<file path="config.mk">
export PLATFORM = sky130hd
export DESIGN_NAME = hms_halt_sequencer
export DESIGN_NICKNAME = d
export VERILOG_FILES = /design/src/rtl/hms_pkg.sv /design/src/rtl/hms_halt_sequencer.sv /design/src/rtl/hms_stab_counter.sv /design/src/rtl/hms_cc_mask.sv
export VERILOG_INCLUDE_DIRS = /design/src /design/src/rtl
export SDC_FILE = /design/constraint.sdc
export NUM_CORES = 1
export LEC_CHECK = 0
export BUFFER_PORTS_ARGS = -buffer_cell sky130_fd_sc_hd__buf_4
export CORE_UTILIZATION = 47
export CTS_CLUSTER_DIAMETER = 120
export DETAILED_ROUTE_END_ITERATION = 12
export HOLD_SLACK_MARGIN = 0.05
export PLACE_DENSITY = 0.82
export SLEW_MARGIN = 20
export SYNTH_ARGS = -nofsm -noshare
export SYNTH_HDL_FRONTEND = slang
export SYNTH_SLANG_ARGS = --single-unit
</file>
<file path="constraint.sdc">
create_clock -name clk -period 2.47 [get_ports clk]
set_input_delay 0 -clock clk [delete_from_list [all_inputs] [get_ports clk]]
set_output_delay 0 -clock clk [all_outputs]
set_load 0.05 [all_outputs]
</file>
<file path="src/rtl/hms_defs.svh">
// Purpose: constants for the halt mode sequencer
// Assumes: 8-bit register port, 4-bit word addresses
// Notes: every offset and field position, the control and mask reset values and the wait count live here
`ifndef HMS_DEFS_SVH
`define HMS_DEFS_SVH

// register addresses
`define HMS_CTRL_ADDR 4'h0
`define HMS_STATUS_ADDR 4'h1
`define HMS_WAKE_ADDR 4'h2

// control fields
`define HMS_CTRL_TB_EN_BIT 0
`define HMS_CTRL_WDG_OPT_BIT 1
`define HMS_CTRL_RESET 2'h0

// status fields: state one-hot in [3:0], mask bits [5:4], counter busy 6
`define HMS_STAT_STATE_LSB 0
`define HMS_STAT_CC_LSB 4
`define HMS_STAT_BUSY_BIT 6

// wake cause fields: vector [3:0], woken by reset 4, watchdog tripped 5
`define HMS_WAKE_VEC_LSB 0
`define HMS_WAKE_RST_BIT 4
`define HMS_WAKE_WDG_BIT 5

// instruction and mask values
`define HMS_HALT_OPCODE 8'h8E
`define HMS_CC_HALT_MASK 2'h2
`define HMS_CC_RESET 2'h3

// wake-capable sources and the time-base source number
`define HMS_WAKE_MASK 14'h002B
`define HMS_TB_IRQ_IDX 5

// oscillator stabilisation wait, in cpu cycles
`define HMS_STAB_CYCLES 4096

`endif

</file>
<file path="src/rtl/hms_pkg.sv">
// Purpose: shared types of the halt mode sequencer
// Assumes: hms_defs.svh holds the numbers
// Notes: states are one-hot
package hms_pkg;

   // sequencer states
   typedef enum logic [3:0] {
      HMS_RUN   = 4'b0001,
      HMS_AHALT = 4'b0010,
      HMS_FHALT = 4'b0100,
      HMS_STAB  = 4'b1000
   } hms_state_t;

endpackage

</file>
<file path="src/rtl/hms_halt_sequencer.sv">
// Purpose: sequencer for the timed halt and full halt low-power states
// Assumes: cpu core presents executed opcodes; inputs synchronous to clk
// Notes: clock enables are registered from the next state, so gating changes on the same edge as the state
//
// Overview of operation
// - halt with time-base interrupt enable set enters timed halt.
// - halt with time-base interrupt enable clear enters full halt.
// - timed halt ends on time-base interrupt, wake-capable interrupt or reset.
// - interrupt wake from timed halt skips the stabilisation wait.
// - reset wake from timed halt waits for stabilisation first.
// - halt entry forces mask bits to 10b; pending interrupt wakes at once.
// - timed halt runs only oscillator and time-base counter.
// - timed halt entry with watchdog active gives no reset.
// - full halt ends only on wake-capable interrupt or reset, not time-base.
// - any full halt wake restarts oscillator and waits 4096 cycles.
// - full halt stops the oscillator and all internal processing.
// - watchdog-halt option decides if halting with watchdog gives a reset.
// - service pushes condition code, loads priority, restores on pop.
// - opcode 8Eh is the halt instruction.
//
// The register offsets and the strobed register port were chosen for this implementation.
`timescale 1ns/1ps
`include "hms_defs.svh"

module hms_halt_sequencer
   import hms_pkg::*;
#(
   parameter int NIRQ = 14,
   parameter logic [13:0] WAKE_MASK = `HMS_WAKE_MASK,
   parameter int TB_IDX = `HMS_TB_IRQ_IDX,
   parameter int STAB_CYCLES = `HMS_STAB_CYCLES
) (
   // clock and reset
   input wire logic clk,
   input wire logic rstn,
   // register port
   input wire logic [3:0] reg_addr,
   input wire logic [7:0] reg_wdata,
   input wire logic reg_wr,
   input wire logic reg_rd,
   output logic [7:0] reg_rdata,
   // cpu core
   input wire logic opcode_exec,
   input wire logic [7:0] opcode,
   input wire logic cc_pop,
   input wire logic [1:0] sw_priority,
   output logic [1:0] cc_mask,
   output logic cc_push,
   output logic irq_service,
   output logic [3:0] irq_vector,
   output logic reset_fetch,
   // wake sources and watchdog
   input wire logic [13:0] irq_pending,
   input wire logic reset_req,
   input wire logic watchdog_enabled,
   output logic watchdog_reset,
   // clock controls
   output logic cpu_clk_en,
   output logic periph_clk_en,
   output logic osc_run,
   output logic timebase_run
);

   // lowest source number wins, as in the interrupt priority order
   function automatic logic [3:0] prio_enc(input logic [13:0] req);
      logic [3:0] idx;
      idx = 4'h0;
      for (int i = NIRQ - 1; i >= 0; i--) begin
         if (req[i]) begin
            idx = 4'(i);
         end
      end
      return idx;
   endfunction

   // halt opcode decode
   function automatic logic is_halt(input logic [7:0] op);
      return op == `HMS_HALT_OPCODE;
   endfunction

   hms_state_t state_reg;
   hms_state_t state_next;
   logic [1:0] ctrl_reg;
   logic [1:0] ctrl_next;
   logic [3:0] wake_vec_reg;
   logic [3:0] wake_vec_next;
   logic wake_rst_reg;
   logic wake_rst_next;
   logic wdg_seen_reg;
   logic wdg_seen_next;
   logic [7:0] rdata_reg;
   logic [7:0] rdata_next;
   logic service_reg;
   logic service_next;
   logic [3:0] vector_reg;
   logic [3:0] vector_next;
   logic fetch_reg;
   logic fetch_next;
   logic wdg_reg;
   logic wdg_next;
   logic cpu_en_reg;
   logic periph_en_reg;
   logic osc_reg;
   logic tb_run_reg;

   logic tb_en;
   logic wdg_opt;
   logic [13:0] tb_bit;
   logic [13:0] ah_wake;
   logic [13:0] fh_wake;
   logic halt_exec;
   logic wdg_trip;
   logic any_pend;
   logic halt_enter;
   logic stab_start;
   logic stab_busy;
   logic stab_done;
   logic ctrl_hit;
   logic [7:0] status_word;
   logic [7:0] wake_word;
   logic [7:0] read_mux;

   // control bits and wake source selection
   assign tb_en = ctrl_reg[`HMS_CTRL_TB_EN_BIT];
   assign wdg_opt = ctrl_reg[`HMS_CTRL_WDG_OPT_BIT];
   assign tb_bit = 14'(1) << TB_IDX;
   assign ah_wake = irq_pending & (WAKE_MASK | tb_bit);
   assign fh_wake = irq_pending & WAKE_MASK & ~tb_bit;
   assign any_pend = |irq_pending;

   // halt decode; option 0 with watchdog on and no time base trips a reset
   assign halt_exec = opcode_exec & is_halt(opcode) & (state_reg == HMS_RUN) & ~reset_req;
   assign wdg_trip = halt_exec & watchdog_enabled & ~tb_en & ~wdg_opt;
   assign halt_enter = halt_exec & ~wdg_trip;

   // next state and one-cycle actions
   always_comb begin
      state_next = state_reg;
      wake_vec_next = wake_vec_reg;
      wake_rst_next = wake_rst_reg;
      service_next = 1'b0;
      vector_next = vector_reg;
      fetch_next = 1'b0;
      wdg_next = 1'b0;
      stab_start = 1'b0;
      case (state_reg)
         HMS_RUN: begin
            if (reset_req) begin
               fetch_next = 1'b1;
            end else if (wdg_trip) begin
               wdg_next = 1'b1;
            end else if (halt_enter && any_pend) begin
               service_next = 1'b1;
               vector_next = prio_enc(irq_pending);
            end else if (halt_enter) begin
               state_next = tb_en ? HMS_AHALT : HMS_FHALT;
            end
         end
         HMS_AHALT: begin
            if (reset_req) begin
               state_next = HMS_STAB;
               stab_start = 1'b1;
               wake_rst_next = 1'b1;
            end else if (|ah_wake) begin
               state_next = HMS_RUN;
               service_next = 1'b1;
               vector_next = prio_enc(ah_wake);
               wake_vec_next = prio_enc(ah_wake);
               wake_rst_next = 1'b0;
            end
         end
         HMS_FHALT: begin
            if (reset_req) begin
               state_next = HMS_STAB;
               stab_start = 1'b1;
               wake_rst_next = 1'b1;
            end else if (|fh_wake) begin
               state_next = HMS_STAB;
               stab_start = 1'b1;
               wake_vec_next = prio_enc(fh_wake);
               wake_rst_next = 1'b0;
            end
         end
         HMS_STAB: begin
            if (stab_done) begin
               state_next = HMS_RUN;
               service_next = ~wake_rst_reg;
               fetch_next = wake_rst_reg;
               vector_next = wake_vec_reg;
            end
         end
         default: begin
            state_next = HMS_RUN;
         end
      endcase
   end

   // sequencer flops
   always_ff @(posedge clk or negedge rstn) begin
      if (!rstn) begin
         state_reg <= HMS_RUN;
         wake_vec_reg <= 4'h0;
         wake_rst_reg <= 1'b0;
      end else begin
         state_reg <= state_next;
         wake_vec_reg <= wake_vec_next;
         wake_rst_reg <= wake_rst_next;
      end
   end

   // action pulses to the core
   always_ff @(posedge clk or negedge rstn) begin
      if (!rstn) begin
         service_reg <= 1'b0;
         vector_reg <= 4'h0;
         fetch_reg <= 1'b0;
         wdg_reg <= 1'b0;
      end else begin
         service_reg <= service_next;
         vector_reg <= vector_next;
         fetch_reg <= fetch_next;
         wdg_reg <= wdg_next;
      end
   end

   // clock controls follow the next state so they change with it
   always_ff @(posedge clk or negedge rstn) begin
      if (!rstn) begin
         cpu_en_reg <= 1'b1;
         periph_en_reg <= 1'b1;
         osc_reg <= 1'b1;
         tb_run_reg <= 1'b1;
      end else begin
         cpu_en_reg <= state_next == HMS_RUN;
         periph_en_reg <= state_next == HMS_RUN;
         osc_reg <= state_next != HMS_FHALT;
         tb_run_reg <= state_next != HMS_FHALT;
      end
   end

   // stabilisation wait counter
   hms_stab_counter #(
      .STAB_CYCLES(STAB_CYCLES)
   ) u_stab (
      .clk(clk),
      .rstn(rstn),
      .start(stab_start),
      .busy(stab_busy),
      .done(stab_done)
   );

   // condition code mask bits
   hms_cc_mask u_cc (
      .clk(clk),
      .rstn(rstn),
      .halt_enter(halt_enter),
      .service(service_next),
      .pop(cc_pop),
      .sw_priority(sw_priority),
      .cc_mask(cc_mask)
   );

   // register decode; watchdog-trip flag sets over a clear in the same cycle
   assign ctrl_hit = reg_wr & (reg_addr == `HMS_CTRL_ADDR);
   assign ctrl_next = ctrl_hit ? reg_wdata[1:0] : ctrl_reg;
   assign wdg_seen_next = wdg_next | (wdg_seen_reg & ~(reg_wr & (reg_addr == `HMS_WAKE_ADDR)
                          & reg_wdata[`HMS_WAKE_WDG_BIT]));

   // read words; unmapped addresses read zero
   assign status_word = {1'b0, stab_busy, cc_mask, state_reg};
   assign wake_word = {2'b00, wdg_seen_reg, wake_rst_reg, wake_vec_reg};
   assign read_mux = (reg_addr == `HMS_CTRL_ADDR) ? {6'h00, ctrl_reg} :
                     (reg_addr == `HMS_STATUS_ADDR) ? status_word :
                     (reg_addr == `HMS_WAKE_ADDR) ? wake_word : 8'h00;
   assign rdata_next = reg_rd ? read_mux : 8'h00;

   // register flops
   always_ff @(posedge clk or negedge rstn) begin
      if (!rstn) begin
         ctrl_reg <= `HMS_CTRL_RESET;
         wdg_seen_reg <= 1'b0;
         rdata_reg <= 8'h00;
      end else begin
         ctrl_reg <= ctrl_next;
         wdg_seen_reg <= wdg_seen_next;
         rdata_reg <= rdata_next;
      end
   end

   // outputs
   assign reg_rdata = rdata_reg;
   assign cc_push = service_reg;
   assign irq_service = service_reg;
   assign irq_vector = vector_reg;
   assign reset_fetch = fetch_reg;
   assign watchdog_reset = wdg_reg;
   assign cpu_clk_en = cpu_en_reg;
   assign periph_clk_en = periph_en_reg;
   assign osc_run = osc_reg;
   assign timebase_run = tb_run_reg;

endmodule // hms_halt_sequencer

</file>
<file path="src/rtl/hms_stab_counter.sv">
// Purpose: oscillator stabilisation wait counter
// Assumes: start is a one-cycle pulse on the wake event
// Notes: done is a registered one-cycle pulse when the count is reached
`timescale 1ns/1ps
`include "hms_defs.svh"

module hms_stab_counter #(
   parameter int STAB_CYCLES = `HMS_STAB_CYCLES
) (
   // clock and reset
   input wire logic clk,
   input wire logic rstn,
   // control
   input wire logic start,
   // status
   output logic busy,
   output logic done
);

   localparam int CW = $clog2(STAB_CYCLES + 1);
   localparam logic [CW-1:0] LAST = CW'(STAB_CYCLES - 1);

   logic [CW-1:0] count_reg;
   logic [CW-1:0] count_next;
   logic busy_reg;
   logic busy_next;
   logic done_reg;
   logic done_next;
   logic at_last;

   // count clears on start and steps every cpu cycle while busy
   assign at_last = busy_reg & (count_reg == LAST);
   assign count_next = start ? '0 : (busy_reg ? count_reg + CW'(1) : count_reg);
   assign busy_next = start | (busy_reg & ~at_last);
   assign done_next = at_last & ~start;

   // state flops
   always_ff @(posedge clk or negedge rstn) begin
      if (!rstn) begin
         count_reg <= '0;
         busy_reg <= 1'b0;
         done_reg <= 1'b0;
      end else begin
         count_reg <= count_next;
         busy_reg <= busy_next;
         done_reg <= done_next;
      end
   end

   assign busy = busy_reg;
   assign done = done_reg;

endmodule // hms_stab_counter

</file>
<file path="src/rtl/hms_cc_mask.sv">
// Purpose: interrupt-mask bits of the condition code register
// Assumes: one saved copy stands for the pushed stack entry
// Notes: nesting deeper than one level is kept by the core's own stack
`timescale 1ns/1ps
`include "hms_defs.svh"

module hms_cc_mask (
   // clock and reset
   input wire logic clk,
   input wire logic rstn,
   // events
   input wire logic halt_enter,
   input wire logic service,
   input wire logic pop,
   input wire logic [1:0] sw_priority,
   // mask bits
   output logic [1:0] cc_mask
);

   logic [1:0] mask_reg;
   logic [1:0] mask_next;
   logic [1:0] saved_reg;
   logic [1:0] saved_next;

   // service loads priority even on a halt that wakes at once; halt entry forces 10b; pop restores
   assign mask_next = service ? sw_priority :
                      halt_enter ? `HMS_CC_HALT_MASK :
                      pop ? saved_reg : mask_reg;
   // a wake at halt entry pushes the forced 10b, not the old run mask
   assign saved_next = service ? (halt_enter ? `HMS_CC_HALT_MASK : mask_reg) : saved_reg;

   // mask flops
   always_ff @(posedge clk or negedge rstn) begin
      if (!rstn) begin
         mask_reg <= `HMS_CC_RESET;
         saved_reg <= `HMS_CC_RESET;
      end else begin
         mask_reg <= mask_next;
         saved_reg <= saved_next;
      end
   end

   assign cc_mask = mask_reg;

endmodule // hms_cc_mask

</file>
==> summary.md <==
The run finished with clean final reports. The signal on the critical path passes through or4b_4 > nor4_4 > o211ai_2 > a211oi_4 > mux2_1. Layout net count: 358.

The worst setup path is launched from a flop. The logs give 4850 sq um for the placeable core area and 5430 sq um for the die area. The synthesis-to-finish area growth works out to 31.3%. The number of clock buffers added by TritonCTS is 5. The clock net in this run drives a total of 46 sinks.

The synthesized netlist occupies a cell area of 2420 sq um. The post-detailed-placement half-perimeter wirelength is 4230 um. For this run, the total global-route usage over all layers was measured as 23.4%. The first detailed-routing pass took 4 iterations. The class of the worst hold path is input pin to flop. Most used flip-flop cell after synthesis: sky130_fd_sc_hd__dfrtp_1. The highest achievable clock rate is 425 MHz.

For this run, asynchronously set or reset flops after synthesis account for 100%. The power density of the placed cells was 467 nW/um^2; the critical path required time was 2.65 ns. The number of buffers added for setup after CTS is 0. The tools report the number of maximum-capacitance constraint violations as 0. For the iteration-0 DRC count of the detailed router, the log shows 213. Total wire length: 5750 um.

Counting cells, the worst reg-to-reg path comes to 5. 0 antenna diodes ended up in the layout. The run gives 0.000343 V as the worst voltage drop across the vdd grid. The analysis attributes to cell leakage a power of 0.00148 uW. The horizontal die dimension was 73.7 um.

Synthesis produced a netlist whose cell count is 238. Of the synthesized area, sequential elements account for 48.0%. The count of hold buffers inserted by post-cts repair came out at 10. Total power for the finished layout comes to 1480 uW.

The tree is rooted in a sky130_fd_sc_hd__clkbuf_8. TritonCTS built the clock tree. Entering global routing, the biggest net connects 47 pins. Of the available clock period, the critical path in the final layout requires 95.2%. When the netlist entered floorplanning its net count stood at 283.

For this run, the slowest stage of the critical path takes 0.53 ns. The data arrival time of the critical path was 2.53 ns. STA classifies the critical path endpoint as a flop. Combinational logic is responsible for 10.4% of the overall power. The final estimated routing congestion in global placement is 0.959, and the total number of cells along the worst setup path is 5. The sum of buffers and inverters on the critical path works out to 0. The run gives 0 as the DRC violation count after routing. The number of stages on the worst hold path is 3, and the cell-internal power is 1140 uW. The clock network accounts for 37.2% of the total power.

The biggest area contributor in the post-synthesis netlist is sky130_fd_sc_hd__dfrtp_1. The logs give 0 for the number of warning messages in the yosys log and 0.30 ns for the clock insertion delay at the later pin of the skew report. Hold is met by 0.0579 ns. The tools report the initial antenna violation count as 0.

The maximum fanout along the worst path is 4, and the average wire per cell in the routed design is 15.1 um. The CTS H-tree depth was 2. Critical path class: flop to flop. The number of hold-slack violations in the final timing report was 0; the count of input and output buffers was 59. The count of standard-cell rows is 25, and the number of buffers between clock root and the deepest sink is 2. Counting flops with a built-in enable in the synthesized netlist gives 0. In this run the tightest slew margin relative to its limit is 58.0%. The setup TNS came out at 0 ns. Setup repair after global routing left no endpoint under its margin. The logs give 0 for the total global routing overflow and 49.8% for the starting density of the core. The final count of pins violating max slew came out at 0. After synthesis, the cell types taking the most area are sky130_fd_sc_hd__dfrtp_1 40%, sky130_fd_sc_hd__dfstp_2 7.6%, sky130_fd_sc_hd__nor2_1 4.4%. Post-CTS repair changed the size of 0 cells.

The pin slew with the least headroom to its limit was 0.621 ns; the number of I/O pins was 66. The number of distinct library cell variants in the gate-level netlist after synthesis was 55. On the critical path the largest part of the delay comes from simple AND/OR/NAND/NOR gates. The first global-routing pass estimated 9650 um of wire.

The number of flip-flops under the largest register name is 13, and the post-synthesis sequential element count is 46. The ratio of routed vias to standard cells is 5.57, and the post-route clock skew is 0.00534 ns. The critical-path cell with the highest stage delay was sky130_fd_sc_hd__dfstp_2. Setup violations remaining at the end of the flow were counted as 0. The routed layout has 2123 vias.

Of the cells placed in the final design, the portion with a size suffix greater than 1 is 32.8%. The average instance in the mapped netlist occupies 10.2 sq um. The tools report the switching component of the power as 339 uW. The count of nets left with antenna violations once routing finished came out at 0. Clock-pin slew was measured on the worst setup and hold paths at 0.08 ns. In this run the biggest area consumer among cell types represents 40.4% of the synthesized area. The tools report the number of global-route vias before repair as 2071. The shortest clock period the worst path allows after layout was 2.35 ns; the net switching fraction of the power was 22.9%.

In this run, flip-flops and latches consume 52.4% of the power. The die height is 73.7 um.
[cells by family after synthesis]
logic type | share of synthesized area [%]
flip-flops | 48.0
XOR/XNOR | 4.71
multiplexers | 6.32
adder cells (fa/ha/maj) | 0.518
AND/OR/NAND/NOR | 23.1
buffers and inverters | 3.57
other | 0.155
AO/OA/AOI/OAI | 13.6
[metal layers]
| layer | wire, um | track usage (%) | vias up | share of wire [%] |
|---|---|---|---|---|
| met5 | 0 | 0 | - | 0 |
| met4 | 108 | 8.33 | 0 | 1.9 |
| met3 | 371 | 3.57 | 12 | 6.4 |
| met2 | 2850 | 38.5 | 93 | 49 |
| met1 | 2430 | 31.2 | 1009 | 42 |
| li1 | - | - | 1009 | - |
[Yosys cell counts, types with 3 or more instances]
cell                       count
sky130_fd_sc_hd__a22oi_1       4
sky130_fd_sc_hd__buf_4         4
sky130_fd_sc_hd__a21oi_1      10
sky130_fd_sc_hd__nand2_1      21
sky130_fd_sc_hd__xnor2_1       6
sky130_fd_sc_hd__or4b_2        3
sky130_fd_sc_hd__clkbuf_1      5
sky130_fd_sc_hd__inv_1         6
sky130_fd_sc_hd__and3_1        4
sky130_fd_sc_hd__nand4_1       6
sky130_fd_sc_hd__nor4b_1       5
sky130_fd_sc_hd__buf_2         3
sky130_fd_sc_hd__xor2_1        7
sky130_fd_sc_hd__mux2i_1       4
sky130_fd_sc_hd__nor3_1        7
sky130_fd_sc_hd__o21ai_0       9
sky130_fd_sc_hd__or4_1         3
sky130_fd_sc_hd__mux2_1        3
sky130_fd_sc_hd__mux2_2        7
sky130_fd_sc_hd__dfstp_2       7
sky130_fd_sc_hd__or3_1         3
sky130_fd_sc_hd__nor2_1       28
sky130_fd_sc_hd__dfrtp_1      39
sky130_fd_sc_hd__nand2b_1      5
[area by class of cell]
class                      count  area (sq um)
fill                         382          1680
multi-input combinational    174          1170
sequential                    46          1160
timing repair buffer          80           626
tap                           67          83.8
clock buffer                   6          72.6
clock inverter                 2          37.5
inverter                       6          22.5
[worst reg2reg max path: cells and delay by family (launching register included)]
kind | cells | cell delay, ns
multiplexers | 1 | 0.36
AO/OA/AOI/OAI | 2 | 0.56
AND/OR/NAND/NOR | 2 | 0.78
flip-flops | 1 | 0.53
[layout by cell type, fill, tap and decap left out, types with 2 or more instances in the layout]
| master | n |
|---|---|
| sky130_fd_sc_hd__o32ai_1 | 2 |
| sky130_fd_sc_hd__mux2_2 | 7 |
| sky130_fd_sc_hd__nor3_1 | 7 |
| sky130_fd_sc_hd__or4b_2 | 3 |
| sky130_fd_sc_hd__o211ai_2 | 2 |
| sky130_fd_sc_hd__xnor2_1 | 6 |
| sky130_fd_sc_hd__buf_4 | 70 |
| sky130_fd_sc_hd__mux2i_1 | 4 |
| sky130_fd_sc_hd__and3_1 | 4 |
| sky130_fd_sc_hd__clkbuf_8 | 5 |
| sky130_fd_sc_hd__o21ai_0 | 9 |
| sky130_fd_sc_hd__nor2_1 | 28 |
| sky130_fd_sc_hd__or4_1 | 3 |
| sky130_fd_sc_hd__xor2_1 | 7 |
| sky130_fd_sc_hd__nor4b_1 | 5 |
| sky130_fd_sc_hd__mux2_1 | 3 |
| sky130_fd_sc_hd__nand2_1 | 21 |
| sky130_fd_sc_hd__a21o_1 | 2 |
| sky130_fd_sc_hd__o211ai_1 | 2 |
| sky130_fd_sc_hd__inv_1 | 6 |
| sky130_fd_sc_hd__dfrtp_1 | 39 |
| sky130_fd_sc_hd__nor4_1 | 2 |
| sky130_fd_sc_hd__nand2b_1 | 5 |
| sky130_fd_sc_hd__dfstp_2 | 7 |
| sky130_fd_sc_hd__or3_1 | 3 |
| sky130_fd_sc_hd__nand4_1 | 6 |
| sky130_fd_sc_hd__a22oi_1 | 4 |
| sky130_fd_sc_hd__o311ai_0 | 2 |
| sky130_fd_sc_hd__a21oi_1 | 10 |
| sky130_fd_sc_hd__o31a_1 | 2 |
| sky130_fd_sc_hd__nor3b_1 | 2 |
| sky130_fd_sc_hd__dlygate4sd3_1 | 10 |
[worst paths after layout]
| kind | from | endpoint | slack [ns] |
|---|---|---|---|
| worst max-delay path | state_reg[0] | irq_vector[1] | 0.12 |
| worst min-delay path | irq_pending[5] | wake_vec_reg[2] | 0.06 |
| worst max register to register | state_reg[0] | irq_vector[1] | 0.12 |
| worst min register to register | irq_vector[1] | irq_vector[1] | 0.50 |
| max in group asynchronous | rstn | u_cc.cc_mask[0] | 1.86 |
| min in group asynchronous | rstn | u_stab.count_reg[5] | 0.23 |
[power groups by stage]
stage / sequential (uW) / combinational [uW] / clock, uW
2_1_floorplan: 795 / 47.9 / 0
3_3_place_gp: 790 / 140 / 0
3_5_place_dp: 790 / 142 / 0
4_1_cts: 776 / 154 / 561
5_1_grt: 777 / 172 / 583
6_report: 777 / 154 / 550
[through the flow]
stage	instance area (sq um)	std cells	utilization [%]	setup WS, ns
finish	3170	381	65.4	0.119
global route	3170	381	65.4	0.0207
CTS	3170	381	65.4	0.129
detailed placement	2960	363	61.1	0.149
global placement	2960	363	61.1	0.156
floorplan	2420	238	-	0.0506
No activity file was read; power rests on OpenSTA's default activity.
